==> config.mk <==
export PLATFORM = sky130hd
export DESIGN_NAME = tzc_capture_top
export DESIGN_NICKNAME = d
export VERILOG_FILES = /design/src/common/tzc_pkg.sv /design/src/rtl/tzc_sync.sv /design/src/rtl/tzc_capture_top.sv
export VERILOG_INCLUDE_DIRS = /design/src /design/src/common
export SDC_FILE = /design/constraint.sdc
export NUM_CORES = 1
export LEC_CHECK = 0
export BUFFER_PORTS_ARGS = -buffer_cell sky130_fd_sc_hd__buf_2
export CORE_ASPECT_RATIO = 1.75
export CORE_MARGIN = 2
export CORE_UTILIZATION = 30
export DETAILED_ROUTE_END_ITERATION = 12
export GPL_TIMING_DRIVEN = 1
export MAX_ROUTING_LAYER = met4
export PLACE_DENSITY = 0.5
export SYNTH_ARGS = -nofsm -noshare
export SYNTH_HDL_FRONTEND = slang
export SYNTH_SLANG_ARGS = --single-unit
==> constraint.sdc <==
create_clock -name sys_clk -period 2.6 [get_ports sys_clk]
set_input_delay 0.39 -clock sys_clk [delete_from_list [all_inputs] [get_ports sys_clk]]
set_output_delay 0.39 -clock sys_clk [all_outputs]
set_load 0.02 [all_outputs]
==> src/common/tzc_consts.svh <==
// Register indices, field positions, reset values and bus constants of the capture channel.
`ifndef TZC_CONSTS_SVH
`define TZC_CONSTS_SVH

// Register indices; the byte address of each register is four times its index.
`define TZC_IDX_CLK_CTRL   16'hF700
`define TZC_IDX_IO_CTRL    16'hF701
`define TZC_IDX_STATUS     16'hF703
`define TZC_IDX_COUNTER    16'hF706
`define TZC_IDX_CAPTURE    16'hF708
`define TZC_IDX_RUN_CTRL   16'hF720
`define TZC_IDX_SYNC_MODE  16'hF721
`define TZC_IDX_FUNC_MODE  16'hF723
`define TZC_IDX_IRQ_STAT   16'hF730
`define TZC_IDX_IRQ_EN     16'hF731
`define TZC_IDX_IRQ_CLR    16'hF732

// Address decode: index sits in paddr[17:2], bits above must be zero.
`define TZC_IDX_LSB        2
`define TZC_IDX_MSB        17

// Field positions.
`define TZC_FLAG_BIT       0
`define TZC_RUN0_BIT       0
`define TZC_RUN1_BIT       1
`define TZC_SYNC_BIT       0
`define TZC_IRQ_CAP_BIT    0
`define TZC_IRQ_OVF_BIT    1

// Prescaler select code that picks the external clock pin (upper code half).
`define TZC_PSC_EXT_BIT    2
// Capture mode needs I/O control bit 2 set; bits 1:0 then pick the edge.
`define TZC_IO_CAP_BIT     2
`define TZC_EDGE_RISE      2'h0
`define TZC_EDGE_FALL      2'h1

// Widths and reset values.
`define TZC_PRE_W          13
`define TZC_CNT_W          16
`define TZC_REG8_RST       8'h00
`define TZC_REG16_RST      16'h0000
`define TZC_IRQ_W          2

`endif

==> src/common/tzc_pkg.sv <==
// Types shared by the capture channel design files.
package tzc_pkg;

	// Clock control register layout.
	typedef struct packed {
		logic [2:0] unused;
		logic [1:0] edge_sel;
		logic [2:0] psc_sel;
	} tzc_clk_ctrl_t;

	// Register bus answer phase.
	typedef enum logic {
		BUS_IDLE,
		BUS_ANSWER
	} tzc_bus_state_t;

	// Synchronised pin levels.
	typedef struct packed {
		logic ext_clk;
		logic cap_pin;
	} tzc_pins_t;

endpackage

==> src/rtl/tzc_sync.sv <==
// Two flip-flop synchroniser for asynchronous pin levels.
`timescale 1ns/1ps
module tzc_sync #(
	parameter int WIDTH = 2
) (
	input  wire logic             sys_clk,
	input  wire logic             rstn,
	input  wire logic [WIDTH-1:0] async_in,
	output logic      [WIDTH-1:0] sync_out
);

	logic [WIDTH-1:0] meta_reg;
	logic [WIDTH-1:0] sync_reg;

	// The first stage feeds only the second one; nothing else may look at it.
	always_ff @(posedge sys_clk)
	begin
		if (!rstn)
		begin
			meta_reg <= '0;
			sync_reg <= '0;
		end
		else
		begin
			meta_reg <= async_in;
			sync_reg <= meta_reg;
		end
	end

	assign sync_out = sync_reg;

endmodule

==> src/rtl/tzc_capture_top.sv <==
// Single timer channel in input capture mode, with an APB register slave.
// Notes on behaviour
// - A 13-bit prescaler counts up on every system clock cycle.
// - The channel counter is 16 bits, counts up, and software reads and writes it.
// - The counter advances on a prescaled internal clock or the external clock pin.
// - Edge select bits 4:3 at zero make the counter count on rising edges.
// - Prescaler select 3'b011 gives the system clock divided by eight.
// - I/O control 3'b100 makes capture_value capture on capture pin rising edges.
// - Each capture pin edge selected in capture mode copies the present counter value into capture_value.
// - capture_value is 16 bits wide, readable and writable by software.
// - Every capture sets the capture flag, status bit 0.
// - A zero flag means no capture happened since it was last cleared.
// - Run control bit 0 stops (zero, unless sync mode and run bit 1 are set) or starts (one) the channel counter.
// - Sync mode bit 0 selects independent or synchronous counting with channel one.
// - Combination mode bits 1:0 at zero give normal operation of both channels.
//
// Our own choice: the APB register port.
`timescale 1ns/1ps
`include "tzc_consts.svh"
module tzc_capture_top (
	input  wire logic        sys_clk,
	input  wire logic        rstn,
	input  wire logic        psel,
	input  wire logic        penable,
	input  wire logic        pwrite,
	input  wire logic [31:0] paddr,
	input  wire logic [31:0] pwdata,
	output logic      [31:0] prdata,
	output logic             pready,
	output logic             pslverr,
	input  wire logic        capture_input_pin,
	input  wire logic        ext_clock_pin,
	output logic             irq
);

	tzc_pkg::tzc_pins_t                   pins;
	tzc_pkg::tzc_bus_state_t              bus_reg;
	tzc_pkg::tzc_bus_state_t              bus_next;
	tzc_pkg::tzc_clk_ctrl_t               clk_ctrl_reg;
	tzc_pkg::tzc_clk_ctrl_t               clk_ctrl_next;
	logic [`TZC_PRE_W-1:0]                system_prescaler_reg;
	logic [`TZC_PRE_W-1:0]                system_prescaler_next;
	logic [7:0]                           io_ctrl_reg;
	logic [7:0]                           io_ctrl_next;
	logic [7:0]                           run_ctrl_reg;
	logic [7:0]                           run_ctrl_next;
	logic [7:0]                           sync_mode_reg;
	logic [7:0]                           sync_mode_next;
	logic [7:0]                           func_mode_reg;
	logic [7:0]                           func_mode_next;
	logic [`TZC_CNT_W-1:0]                counter_reg;
	logic [`TZC_CNT_W-1:0]                counter_next;
	logic [`TZC_CNT_W-1:0]                capture_reg;
	logic [`TZC_CNT_W-1:0]                capture_next;
	logic                                 flag_reg;
	logic                                 flag_next;
	logic                                 armed_reg;
	logic                                 armed_next;
	logic [`TZC_IRQ_W-1:0]                ist_reg;
	logic [`TZC_IRQ_W-1:0]                ist_next;
	logic [`TZC_IRQ_W-1:0]                ien_reg;
	logic [`TZC_IRQ_W-1:0]                ien_next;
	logic                                 irq_reg;
	logic                                 clk_lvl_prev_reg;
	logic                                 cap_prev_reg;
	logic [31:0]                          prdata_reg;
	logic [31:0]                          prdata_next;
	logic                                 pslverr_reg;
	logic                                 pslverr_next;
	logic [15:0]                          idx;
	logic                                 addr_ok;
	logic                                 mapped;
	logic                                 wr_en;
	logic                                 rd_done;
	logic                                 clk_lvl;
	logic                                 clk_rise;
	logic                                 clk_fall;
	logic                                 tick;
	logic                                 run;
	logic                                 cap_rise;
	logic                                 cap_fall;
	logic                                 cap_event;
	logic                                 ovf_event;
	logic                                 flag_clr;

	// Pins come from outside the clock domain, so both pass two flip-flops first.
	tzc_sync #(
		.WIDTH (2)
	) u_sync (
		.sys_clk  (sys_clk),
		.rstn     (rstn),
		.async_in ({ext_clock_pin, capture_input_pin}),
		.sync_out (pins)
	);

	// Address decode; the index sits in the word address and upper bits must be clear.
	assign idx     = paddr[`TZC_IDX_MSB:`TZC_IDX_LSB];
	assign addr_ok = (paddr[31:`TZC_IDX_MSB+1] == '0);
	always_comb
	begin
		case (idx)
			`TZC_IDX_CLK_CTRL, `TZC_IDX_IO_CTRL, `TZC_IDX_STATUS, `TZC_IDX_COUNTER,
			`TZC_IDX_CAPTURE, `TZC_IDX_RUN_CTRL, `TZC_IDX_SYNC_MODE, `TZC_IDX_FUNC_MODE,
			`TZC_IDX_IRQ_STAT, `TZC_IDX_IRQ_EN, `TZC_IDX_IRQ_CLR: mapped = addr_ok;
			default: mapped = 1'b0;
		endcase
	end

	// A transfer completes in the access cycle that sees the registered pready high.
	assign wr_en   = psel && penable && (bus_reg == tzc_pkg::BUS_ANSWER) && pwrite && mapped;
	assign rd_done = psel && penable && (bus_reg == tzc_pkg::BUS_ANSWER) && !pwrite && mapped;

	// Bus phase: the setup cycle arms a one-cycle answer, so every access has no wait.
	always_comb
	begin
		bus_next     = tzc_pkg::BUS_IDLE;
		prdata_next  = prdata_reg;
		pslverr_next = 1'b0;
		case (bus_reg)
			tzc_pkg::BUS_IDLE:
			begin
				if (psel && !penable)
				begin
					bus_next     = tzc_pkg::BUS_ANSWER;
					pslverr_next = !mapped;
					prdata_next  = 32'h0000_0000;
					case (idx)
						`TZC_IDX_CLK_CTRL:  prdata_next[7:0] = clk_ctrl_reg;
						`TZC_IDX_IO_CTRL:   prdata_next[7:0] = io_ctrl_reg;
						`TZC_IDX_STATUS:    prdata_next[`TZC_FLAG_BIT] = flag_reg;
						`TZC_IDX_COUNTER:   prdata_next[15:0] = counter_reg;
						`TZC_IDX_CAPTURE:   prdata_next[15:0] = capture_reg;
						`TZC_IDX_RUN_CTRL:  prdata_next[7:0] = run_ctrl_reg;
						`TZC_IDX_SYNC_MODE: prdata_next[7:0] = sync_mode_reg;
						`TZC_IDX_FUNC_MODE: prdata_next[7:0] = func_mode_reg;
						`TZC_IDX_IRQ_STAT:  prdata_next[`TZC_IRQ_W-1:0] = ist_reg;
						`TZC_IDX_IRQ_EN:    prdata_next[`TZC_IRQ_W-1:0] = ien_reg;
						default:            prdata_next = 32'h0000_0000;
					endcase
					if (!addr_ok)
					begin
						prdata_next = 32'h0000_0000;
					end
				end
			end
			tzc_pkg::BUS_ANSWER: bus_next = tzc_pkg::BUS_IDLE;
			default: bus_next = tzc_pkg::BUS_IDLE;
		endcase
	end

	always_ff @(posedge sys_clk)
	begin
		if (!rstn)
		begin
			bus_reg     <= tzc_pkg::BUS_IDLE;
			prdata_reg  <= 32'h0000_0000;
			pslverr_reg <= 1'b0;
		end
		else
		begin
			bus_reg     <= bus_next;
			prdata_reg  <= prdata_next;
			pslverr_reg <= pslverr_next;
		end
	end

	assign pready  = (bus_reg == tzc_pkg::BUS_ANSWER);
	assign prdata  = prdata_reg;
	assign pslverr = pslverr_reg;

	// Configuration registers; the reserved high bits of clock control are kept at zero.
	always_comb
	begin
		clk_ctrl_next  = clk_ctrl_reg;
		io_ctrl_next   = io_ctrl_reg;
		run_ctrl_next  = run_ctrl_reg;
		sync_mode_next = sync_mode_reg;
		func_mode_next = func_mode_reg;
		ien_next       = ien_reg;
		if (wr_en)
		begin
			case (idx)
				`TZC_IDX_CLK_CTRL:  clk_ctrl_next = {3'h0, pwdata[4:0]};
				`TZC_IDX_IO_CTRL:   io_ctrl_next = pwdata[7:0];
				`TZC_IDX_RUN_CTRL:  run_ctrl_next = pwdata[7:0];
				`TZC_IDX_SYNC_MODE: sync_mode_next = pwdata[7:0];
				`TZC_IDX_FUNC_MODE: func_mode_next = pwdata[7:0];
				`TZC_IDX_IRQ_EN:    ien_next = pwdata[`TZC_IRQ_W-1:0];
				default:            ien_next = ien_reg;
			endcase
		end
	end

	always_ff @(posedge sys_clk)
	begin
		if (!rstn)
		begin
			clk_ctrl_reg  <= `TZC_REG8_RST;
			io_ctrl_reg   <= `TZC_REG8_RST;
			run_ctrl_reg  <= `TZC_REG8_RST;
			sync_mode_reg <= `TZC_REG8_RST;
			func_mode_reg <= `TZC_REG8_RST;
			ien_reg       <= '0;
		end
		else
		begin
			clk_ctrl_reg  <= clk_ctrl_next;
			io_ctrl_reg   <= io_ctrl_next;
			run_ctrl_reg  <= run_ctrl_next;
			sync_mode_reg <= sync_mode_next;
			func_mode_reg <= func_mode_next;
			ien_reg       <= ien_next;
		end
	end

	// The prescaler free-runs on every system clock cycle.
	assign system_prescaler_next = system_prescaler_reg + 13'h0001;

	// Pick the counter clock level: a prescaler tap or the synchronised external pin.
	always_comb
	begin
		case (clk_ctrl_reg.psc_sel)
			3'h0:    clk_lvl = 1'b0;
			3'h1:    clk_lvl = system_prescaler_reg[0];
			3'h2:    clk_lvl = system_prescaler_reg[1];
			3'h3:    clk_lvl = system_prescaler_reg[2];
			default: clk_lvl = pins.ext_clk;
		endcase
	end

	assign clk_rise = clk_lvl && !clk_lvl_prev_reg;
	assign clk_fall = !clk_lvl && clk_lvl_prev_reg;

	// Divide-by-one has no tap edge to watch, so it ticks every cycle.
	always_comb
	begin
		if (clk_ctrl_reg.psc_sel == 3'h0)
		begin
			tick = 1'b1;
		end
		else
		begin
			case (clk_ctrl_reg.edge_sel)
				`TZC_EDGE_RISE: tick = clk_rise;
				`TZC_EDGE_FALL: tick = clk_fall;
				default:        tick = clk_rise || clk_fall;
			endcase
		end
	end

	// In sync mode channel one's run bit also starts this counter; any combination
	// mode code still runs the channel as in normal operation.
	assign run = run_ctrl_reg[`TZC_RUN0_BIT] ||
		(sync_mode_reg[`TZC_SYNC_BIT] && run_ctrl_reg[`TZC_RUN1_BIT]);

	// Capture edge select; modes without bit 2 are compare modes and never capture.
	assign cap_rise = pins.cap_pin && !cap_prev_reg;
	assign cap_fall = !pins.cap_pin && cap_prev_reg;
	always_comb
	begin
		if (!io_ctrl_reg[`TZC_IO_CAP_BIT])
		begin
			cap_event = 1'b0;
		end
		else
		begin
			case (io_ctrl_reg[1:0])
				`TZC_EDGE_RISE: cap_event = cap_rise;
				`TZC_EDGE_FALL: cap_event = cap_fall;
				default:        cap_event = cap_rise || cap_fall;
			endcase
		end
	end

	assign ovf_event = run && tick && (counter_reg == 16'hFFFF) &&
		!(wr_en && idx == `TZC_IDX_COUNTER);

	// Counter and capture register; a software write to the counter beats a tick,
	// while a capture edge beats a software write to capture_value.
	always_comb
	begin
		counter_next = counter_reg;
		capture_next = capture_reg;
		if (wr_en && idx == `TZC_IDX_COUNTER)
		begin
			counter_next = pwdata[15:0];
		end
		else if (run && tick)
		begin
			counter_next = counter_reg + 16'h0001;
		end
		if (cap_event)
		begin
			capture_next = counter_reg;
		end
		else if (wr_en && idx == `TZC_IDX_CAPTURE)
		begin
			capture_next = pwdata[15:0];
		end
	end

	// Flag clear needs a prior read of one; a capture in the same cycle still sets it.
	assign flag_clr = wr_en && idx == `TZC_IDX_STATUS && !pwdata[`TZC_FLAG_BIT] && armed_reg;
	always_comb
	begin
		flag_next  = flag_reg;
		armed_next = armed_reg;
		if (rd_done && idx == `TZC_IDX_STATUS && flag_reg)
		begin
			armed_next = 1'b1;
		end
		if (flag_clr)
		begin
			flag_next  = 1'b0;
			armed_next = 1'b0;
		end
		if (cap_event)
		begin
			flag_next = 1'b1;
		end
	end

	// Sticky interrupt status: set wins over a write-one clear in the same cycle.
	always_comb
	begin
		ist_next = ist_reg;
		if (wr_en && idx == `TZC_IDX_IRQ_CLR)
		begin
			ist_next = ist_reg & ~pwdata[`TZC_IRQ_W-1:0];
		end
		if (cap_event)
		begin
			ist_next[`TZC_IRQ_CAP_BIT] = 1'b1;
		end
		if (ovf_event)
		begin
			ist_next[`TZC_IRQ_OVF_BIT] = 1'b1;
		end
	end

	always_ff @(posedge sys_clk)
	begin
		if (!rstn)
		begin
			system_prescaler_reg <= 13'h0000;
			counter_reg          <= `TZC_REG16_RST;
			capture_reg          <= `TZC_REG16_RST;
			flag_reg             <= 1'b0;
			armed_reg            <= 1'b0;
			ist_reg              <= '0;
			irq_reg              <= 1'b0;
			clk_lvl_prev_reg     <= 1'b0;
			cap_prev_reg         <= 1'b0;
		end
		else
		begin
			system_prescaler_reg <= system_prescaler_next;
			counter_reg          <= counter_next;
			capture_reg          <= capture_next;
			flag_reg             <= flag_next;
			armed_reg            <= armed_next;
			ist_reg              <= ist_next;
			irq_reg              <= |(ist_reg & ien_reg);
			clk_lvl_prev_reg     <= clk_lvl;
			cap_prev_reg         <= pins.cap_pin;
		end
	end

	assign irq = irq_reg;
endmodule

# == Word level (Yosys, flattened, before mapping) ==
# Cells that the tools add are included.
# Widths: inputs -> output; s select.
# totals
regBits,129
in_bits,71
out_inout_bits,35
elab_cells,124
# op_classes
add_sub_neg,2
eq_ne,17
n_mux,22
bitwise_logic,6
n_reduce_logical,55
# op_table
op,count
$eq 16x16->1 const B,12
$mux 16,5
$pmux 6 s7,1
$logic_and 1x1->1,23
$add 16x1->16 const B,1
$pmux 8 s2,1
$logic_not 14->1,1
$reduce_and 2->1,7
$add 13x1->13 const B,1
$reduce_or 11->1,1
$pmux 1 s10,1
$reduce_bool 2->1,5
$logic_not 1->1,9
$pmux 1 s9,1
$mux 1,8
$eq 3x2->1 const B,2
$pmux 1 s2,3
$and 2x2->2,2
$eq 2x1->1 const B,2
$logic_not 2->1,2
$pmux 1 s4,1
$reduce_or 2->1,2
$eq 3x1->1 const B,1
$logic_not 3->1,1
other kinds (5),9

# == Longest topological paths before layout ==
# Gate-level depths: netlist (run 1).
# depth
ltp_word,11
ltp_mapped,12
ltp_nobuf,11

# == Modules after synthesis ==
# Synthesis (run 1) repeated with hierarchy kept, for this count alone.
# unflattened
cells_unflattened,610
hier_area_um2,5237.5
# by_module_without_submodules
mod,n_inst,cells_each,area_per_inst_um2,seq_area_each_um2
tzc_capture_top,1,602,5132.4,1981.9
tzc_sync,1,8,105.1,80.1

# == Worst setup path after synthesis (run 1) ==
# OpenSTA, ideal clock, no wires.
# synth_path
kind,flip-flop to flip-flop
start,reg clk_ctrl_reg[1] (netlist bit)
end,reg counter_reg[6]
setup_time_ps,132
t_arrival_ps,2235
t_required_ps,2468
path_slack_ps,233
path_stages_with_launch,13
path_buffers,1
period_less_slack_ps,2367
path_cell_list,dfxtp_1 -> mux2_2 -> nand2_1 -> a21oi_1 -> a21oi_1 -> inv_1 -> ha_1 -> nand2b_1 -> o211a_1 -> clkbuf_1 -> nor3b_1 -> xnor2_1 -> a21oi_1
# synth_between
elab_chain_cells,9
elab_cells_between_ends,13
cone_classes,eq/ne (3); mux (3); reduce/logical (7)
# synth_lines
item,line_no,text
from (decl),tzc_capture_top.sv:39,tzc_pkg::tzc_clk_ctrl_t clk_ctrl_reg;
from (signal assigned),tzc_capture_top.sv:198,clk_ctrl_reg <= `TZC_REG8_RST;
from (signal assigned),tzc_capture_top.sv:207,clk_ctrl_reg <= clk_ctrl_next;
$eq 3x2->1 (tied with other cells),tzc_capture_top.sv:222,case (clk_ctrl_reg.psc_sel)
$pmux 1 s4 (*),tzc_capture_top.sv:222,
via clk_lvl,tzc_capture_top.sv:75,logic clk_lvl;
$logic_not 1->1,tzc_capture_top.sv:232,assign clk_fall = !clk_lvl && clk_lvl_prev_reg;
$logic_and 1x1->1,tzc_capture_top.sv:232,
$logic_or 1x1->1,tzc_capture_top.sv:246,default: tick = clk_rise || clk_fall;
$pmux 1 s2 (*),tzc_capture_top.sv:243,case (clk_ctrl_reg.edge_sel)
$mux 1 (*),tzc_capture_top.sv:237,if (clk_ctrl_reg.psc_sel == 3'h0)
$logic_and 1x1->1 (*),tzc_capture_top.sv:288,else if (run && tick)
$reduce_bool 2->1 (no source line) (*),--,
to (signal assigned),tzc_capture_top.sv:346,counter_reg <= `TZC_REG16_RST;
to (signal assigned),tzc_capture_top.sv:358,counter_reg <= counter_next;
to (decl),tzc_capture_top.sv:51,logic [`TZC_CNT_W-1:0] counter_reg;
# The timed path passes the listed nets; every way through them passes the cells marked *.
# A chain may end at the register's enable or synchronous reset.

# == Final worst setup path (run 1) ==
# layout_path
start,reg clk_ctrl_reg[1] (netlist bit)
end,reg counter_reg[14]
# The elaborated chain is that of the path after synthesis.

==> flow_summary_export.csv, run 1 <==
group,metric,value,unit
status,status,"finished clean",
cells_and_area,num-fill-cells,1800,
synth,yosysTopAreaCell,"dfxtp_1",
synth,synth_mux_area_frac,0.0823,
power,power_switching,747,uW
synth,yosysSeqAreaShare,0.382,
global_route,grt_max_degree,87,
cells_and_area,n_antenna_cell,0,
synth,synth_xor_area_frac,0.0260,
drt,drtIter0Drc,241,
cells_and_area,seqCellArea,2060,um2
global_route,grt_pass1_wl,25400,um
synth,synth_cells,614,
drt,drc_errors,0,
floorplan,core,17500,um2
timing,final-max-slew-violation-count,0,
floorplan,pin_count,106,
place,place_congestion,0.846,
cells_and_area,drive_above_1_share,0.197,
critical_path,start_kind,"register",
power,seqPwrFrac,0.504,
worst_hold_path,worstHoldPathType,"input port to register",
synth,synth-seq-cells,103,
cts,clk_pin_slew,70,ps
floorplan,fp.dieW,105,um
flow_run,maxCapViolCount,0,
drt,vias_per_cell,5.21,
cts,cts-root-buf,"clkbuf_16",
timing,worst_slack,200,ps
synth,yosysWarnings,0,
place,dp.final_hpwl,12000,um
power,p_sw_frac,0.237,
cts,cts_tree,"built",
timing,setup_tns,0,ps
timing,tightest_slew,550,ps
global_route,antenna_found_initial,0,
drt,wl_per_cell,17.7,um
timing,finalHoldViolations,0,
critical_path,arrival,2620,ps
cts,cts_max_path_buffers,2,
cts,post-cts-setup-buffer-count,0,
floorplan,std_cell_rows,64,
timing,fin_crit_sh,0.923,
timing,max_slew_margin,0.628,
global_route,grtUsageTotal,0.174,
timing,fmaxAchievable,417,MHz
synth,synth_area_leaders,"dfxtp_1, mux2i_1, nor2b_1, nand2_1, o21ai_0",
synth,synth_compound_area_frac,0.164,
synth,ys.flop_type,"dfxtp_1",
synth,synth-edff-count,0,
synth,synthAdderAreaFrac,0.0139,
cts,ctsResizeCount,0,
cells_and_area,multi_input_area,3100,um2
place,pre_cts_ws,34.3,ps
timing,layout_min_cycle_time,2400,ps
cts,ctsHoldBuffers,0,
synth,netlist_area,5400,um2
critical_path,critPathMaxFanout,15,
timing,grt_setup_unrepaired,"no",
power,max-vdd-ir-drop,0.258,mV
drt,first_pass_iters,5,
critical_path,crit_required,2820,ps
global_route,first_global_vias,4689,
cells_and_area,fin_util,0.364,
synth,ys_types,65,
synth,synth_top_family_by_area,"simple AND/OR/NAND/NOR gates",
critical_path,end_kind,"register",
global_route,grt_overflow,0,
drt,vias,4809,
power,total_power,3.15,mW
floorplan,start_util,0.308,
power,power-per-cell-area,494,nW/um2
drt,drtAntennaViolNets,0,
critical_path,criticalPathCategory,"register to register",
floorplan,die_h,181,um
synth,synth_commonest_cells,"dfxtp_1, nand2_1, o21ai_0",
power,clkPwrFrac,0.431,
timing,setup_viol,0,
synth,netlist.area_leader.share,0.382,
power,pwr-share-comb,0.065,
power,cellLeakagePower,2.23,nW
power,p_int,2.41,mW
synth,ys_async_sr_fraction,0,
cells_and_area,area_growth,18.2,%
floorplan,die_area,19100,um2
cts,cts_made_buffers,9,
cts,cts.sinks,103,
synth,avgSynthCellArea,8.79,um2
timing,clock_skew,6.54,ps
place,io_buffers,71,
cts,insertion_delay,350,ps
cts,cts_max_level,3,
synth,yosys.area_share.simple,0.272,
drt,finalWirelength,16300,um
synth,synth.most_common_cell,"dfxtp_1",
cells_and_area,final_nets,764,
-- metrics by stage --
stage          hold WS [ps]  instances  area [um2]
2_1_floorplan           412        629        5450
3_3_place_gp            425        907        6070
3_5_place_dp            435        907        6070
4_1_cts                 243        923        6360
5_1_grt                 257        923        6380
6_report                247        923        6380
-- cell usage in the layout (no fill, tap or decap), types with 6 or more instances in the layout --
cell	synthesis	layout
conb_1	1	16
nor2b_1	43	43
clkbuf_16	0	9
ha_1	6	6
a21oi_1	20	20
nand2_1	71	71
nor4_1	12	12
xnor2_1	14	14
and4_1	8	8
mux2i_1	41	41
o21ai_0	51	51
inv_1	8	8
nand3_1	9	9
nor3_1	8	8
a31oi_1	20	20
a22oi_1	20	20
nor2_1	11	11
and2_1	20	20
dfxtp_1	103	103
a222oi_1	6	6
buf_2	4	71
buf_4	19	26
nand4_1	8	8
-- logic make-up after synthesis --
kind of cell,count (synthesis)
AO/OA/AOI/OAI,142
multiplexers,44
buffers and inverters,61
adder cells (fa/ha/maj),6
other,1
flip-flops,103
XOR/XNOR,16
AND/OR/NAND/NOR,241
-- path summary, 6_finish.rpt --
check,from,end,slack [ps],depth (start not counted)
worst min-delay path,capture_input_pin,u_sync.meta_reg[0]$_SDFF_PN0_,250,2
worst min register to register,prdata[4]$_SDFFE_PN0P_,prdata[4]$_SDFFE_PN0P_,440,2
worst max-delay path,clk_ctrl_reg[1]$_SDFFE_PN0P_,counter_reg[14]$_SDFFE_PN0P_,200,11
worst max register to register,clk_ctrl_reg[1]$_SDFFE_PN0P_,counter_reg[14]$_SDFFE_PN0P_,200,11
-- routing by layer --
layer	wire length, um	up-vias	track usage
met3	508	20	0.0201
met4	318	0	0.0619
met1	6660	2327	0.195
li1	-	2348	-
met2	8820	114	0.315
met5	0	-	-
-- critical path: stages, from the launching register on --
cell	delay, ps
dfxtp_1	340
mux2_2	330
nand2_1	60
a21oi_1	60
a21oi_1	170
inv_1	70
ha_1	260
nand2b_1	150
o211a_4	220
nor4_1	370
xnor2_1	160
a21oi_1	90
-- cell type report --
type,instances,area share
Multi-Input combinational cell,465,0.485
Sequential cell,103,0.323
Timing Repair Buffer,100,0.0957
Tap cell,231,0.0453
Clock buffer,11,0.0365
Clock inverter,5,0.00922
Inverter,8,0.00471
-- power by group through the flow --
| stage | logic (mW) | clock network, mW | registers, mW |
|---|---|---|---|
| 2_1_floorplan | 0.130 | 0 | 1.63 |
| 3_3_place_gp | 0.199 | 0 | 1.63 |
| 3_5_place_dp | 0.204 | 0 | 1.63 |
| 4_1_cts | 0.204 | 1.38 | 1.59 |
| 5_1_grt | 0.223 | 1.44 | 1.59 |
| 6_report | 0.205 | 1.36 | 1.59 |
(Power assumes the default switching activity.)
==> run 2: changes to the inputs <==
--- a/config.mk
+++ b/config.mk
@@ -14,6 +14,8 @@
 export GPL_TIMING_DRIVEN = 1
 export MAX_ROUTING_LAYER = met4
 export PLACE_DENSITY = 0.5
+export RECOVER_POWER = 25
 export SYNTH_ARGS = -nofsm -noshare
 export SYNTH_HDL_FRONTEND = slang
+export SYNTH_HIERARCHICAL = 1
 export SYNTH_SLANG_ARGS = --single-unit
==> run 2 against run 1 <==
First-iteration DRC count up 18%. Largest cell class unchanged. Synthesized cell count down 0.65%. Register-to-register slack worse by 30 ps. Non-clock buffer count up 14. Via count up 2.8%. Combinational power about the same. Die area down 2.8%. Clock skew up 2.8 ps. Final cell count up 0.54%. Clock power up 4%.
==> flow_summary_export.csv, run 2 <==
group,metric,value,unit
synth,yosysTopAreaCell,"dfxtp_1",
critical_path,r2r-start,"clk_ctrl_reg[1]$_SDFFE_PN0P_",
critical_path,r2r_slack,170,ps
cts,cts_max_path_buffers,2,
power,power-per-cell-area,511,nW/um2
cts,ctsHoldBuffers,0,
place,dp_cells,911,
timing,tightest_slew,1210,ps
global_route,grt_pass1_wl,26600,um
critical_path,rr_worst_depth,13,
drt,drc_errors,0,
timing,fin_crit_sh,0.935,
synth,synth-edff-count,0,
cells_and_area,drive_above_1_share,0.180,
place,io_buffers,71,
cells_and_area,n_antenna_cell,0,
global_route,grt_overflow,0,
critical_path,path_cells,"mux2_2, nand2_1, a21oi_1, a21oi_2, inv_1, ha_1, nand2b_1, o211ai_1, buf_4, buf_4, nor3b_1, xnor2_1, a21oi_1",
flow_run,maxCapViolCount,0,
timing,clock_skew,9.35,ps
critical_path,arrival,2680,ps
worst_hold_path,whs_path_depth,2,
floorplan,die_h,179,um
cts,cts_tree,"built",
cells_and_area,layout_common_cells,"dfxtp_1, nand2_1, nor2_1",
global_route,antenna_found_initial,0,
critical_path,end_kind,"register",
synth,netlist_area,5240,um2
floorplan,die_area,18600,um2
place,dp.final_hpwl,12900,um
power,total_power,3.22,mW
synth,synth.most_common_cell,"dfxtp_1",
synth,avgSynthCellArea,8.59,um2
timing,fmaxAchievable,411,MHz
cts,cts_max_level,3,
cells_and_area,num-fill-cells,1798,
global_route,first_global_vias,4869,
synth,ys_types,62,
drt,vias_per_cell,5.33,
synth,yosysSeqAreaShare,0.394,
cells_and_area,area_growth,20.2,%
timing,finalHoldViolations,0,
cells_and_area,final_cells,928,
place,place_area,6020,um2
cells_and_area,final_common_cell,"dfxtp_1",
synth,yosysWarnings,6,
drt,drtIter0Drc,284,
timing,setup_tns,0,ps
cts,cts-root-buf,"clkbuf_16",
timing,holdWs,231,ps
floorplan,fp.dieW,104,um
place,place_congestion,0.853,
drt,drtAntennaViolNets,0,
critical_path,criticalPathCategory,"register to register",
critical_path,cp_slowest_cell,"dfxtp_1",
synth,synth_commonest_cells,"dfxtp_1, nand2_1, nor2_1",
timing,max_slew_margin,0.195,
power,cellLeakagePower,2.61,nW
synth,netlist.area_leader.share,0.394,
floorplan,start_util,0.308,
critical_path,cp_num_buf_inv,3,
worst_hold_path,hold_start,"capture_input_pin",
critical_path,r2r_end,"counter_reg[9]$_SDFFE_PN0P_",
drt,vias,4944,
cts,clk_pin_slew,70,ps
cts,insertion_delay,360,ps
drt,wl_per_cell,18.1,um
critical_path,crit_required,2850,ps
synth,synth_area_leaders,"dfxtp_1, mux2i_1, nand2_1, nor2_1, o21ai_0",
drt,first_pass_iters,5,
critical_path,cpPeakStageDelay,340,ps
floorplan,core,17000,um2
timing,final-max-slew-violation-count,0,
floorplan,std_cell_rows,63,
critical_path,start_kind,"register",
critical_path,critPathMaxFanout,13,
synth,ys.flop_type,"dfxtp_1",
global_route,grt_max_degree,57,
floorplan,pin_count,106,
worst_hold_path,worstHoldPathType,"input port to register",
cts,cts.sinks,103,
synth,synth_cells,610,
worst_hold_path,holdPathEnd,"u_sync/meta_reg[0]$_SDFF_PN0_",
cells_and_area,final_nets,773,
timing,setup_viol,0,
timing,layout_min_cycle_time,2430,ps
critical_path,crit_family,"simple AND/OR/NAND/NOR gates",
status,status,"finished clean",
cells_and_area,stdcell_area,6300,um2
global_route,grtUsageTotal,0.191,
synth,synth-seq-cells,103,
cts,cts_made_buffers,9,
power,max-vdd-ir-drop,0.278,mV
drt,finalWirelength,16800,um
synth,ys_async_sr_fraction,0,
-- run 2: changes by cell type in the layout (fill, tap and decap cells not counted), sizes merged, moves of 5 or more --
| cell | before | now |
|---|---|---|
| nor2 | 12 | 62 |
| nor2b | 43 | 2 |
| clkbuf | 11 | 33 |
| o21ai | 57 | 41 |
| and2 | 20 | 6 |
| nand4 | 8 | 18 |
| xnor2 | 14 | 4 |
| xor2 | 2 | 12 |
| nand3 | 11 | 20 |
| a2bb2oi | 0 | 8 |
| nand2 | 71 | 63 |
| buf | 100 | 93 |
| inv | 8 | 15 |
| a211oi | 0 | 5 |
-- run 2: worst max-delay path by stage --
stage / from / to / slack, ps / cells after the start
5_1_grt: clk_ctrl_reg[1]$_SDFFE_PN0P_ / ist_reg[1]$_SDFFE_PN0P_ / -10 / 12
2_1_floorplan: clk_ctrl_reg[1]$_SDFFE_PN0P_ / counter_reg[11]$_SDFFE_PN0P_ / 240 / 12
3_3_place_gp: paddr[7] / prdata[7]$_SDFFE_PN0P_ / 9 / 8
3_5_place_dp: paddr[7] / prdata[7]$_SDFFE_PN0P_ / -1 / 8
6_report: clk_ctrl_reg[1]$_SDFFE_PN0P_ / counter_reg[9]$_SDFFE_PN0P_ / 170 / 13
4_1_cts: clk_ctrl_reg[1]$_SDFFE_PN0P_ / counter_reg[9]$_SDFFE_PN0P_ / 30 / 12
-- run 2: logic make-up after synthesis --
logic type               count (synthesis)  share of synthesized area
AND/OR/NAND/NOR                        236                      0.245
AO/OA/AOI/OAI                          138                      0.171
flip-flops                             103                      0.394
buffers and inverters                   65                     0.0619
multiplexers                            45                     0.0865
XOR/XNOR                                16                     0.0268
adder cells (fa/ha/maj)                  6                     0.0143
other                                    1                   0.000716
-- run 2: timing repair --
item	CTS	global route
gates resized for setup	0	1
endpoints found under the setup margin	0	4
setup buffers	0	1
-- run 2: report_power, final --
part	switching, mW	internal, mW
sequential	0.00469	1.58
combinational	0.140	0.0670
clock	0.667	0.754
total	0.812	2.41
-- run 2: metal layers --
metal | share of wire | wire length, um | global-route usage | vias up
met5 | 0 | 0 | - | -
met4 | 0.064 | 1070 | 0.127 | 0
met3 | 0.053 | 885 | 0.0320 | 44
met2 | 0.50 | 8450 | 0.333 | 189
met1 | 0.38 | 6430 | 0.198 | 2335
li1 | - | - | - | 2376
-- run 2: through the flow --
| step | util | setup WS [ps] |
|---|---|---|
| 2_1_floorplan | - | 243 |
| 3_3_place_gp | 0.353 | 8.89 |
| 3_5_place_dp | 0.353 | -1.30 |
| 4_1_cts | 0.371 | 32.9 |
| 5_1_grt | 0.370 | -13.1 |
| 6_report | 0.370 | 168 |
-- run 2: final cells by class --
type | instances | area [um2] | area share
timing repair buffer | 114 | 688 | 0.109
clock buffer | 12 | 267 | 0.0423
tap | 227 | 284 | 0.0451
clock inverter | 4 | 42.5 | 0.00676
multi-input combinational | 457 | 2910 | 0.462
sequential | 103 | 2060 | 0.328
inverter | 11 | 41.3 | 0.00656
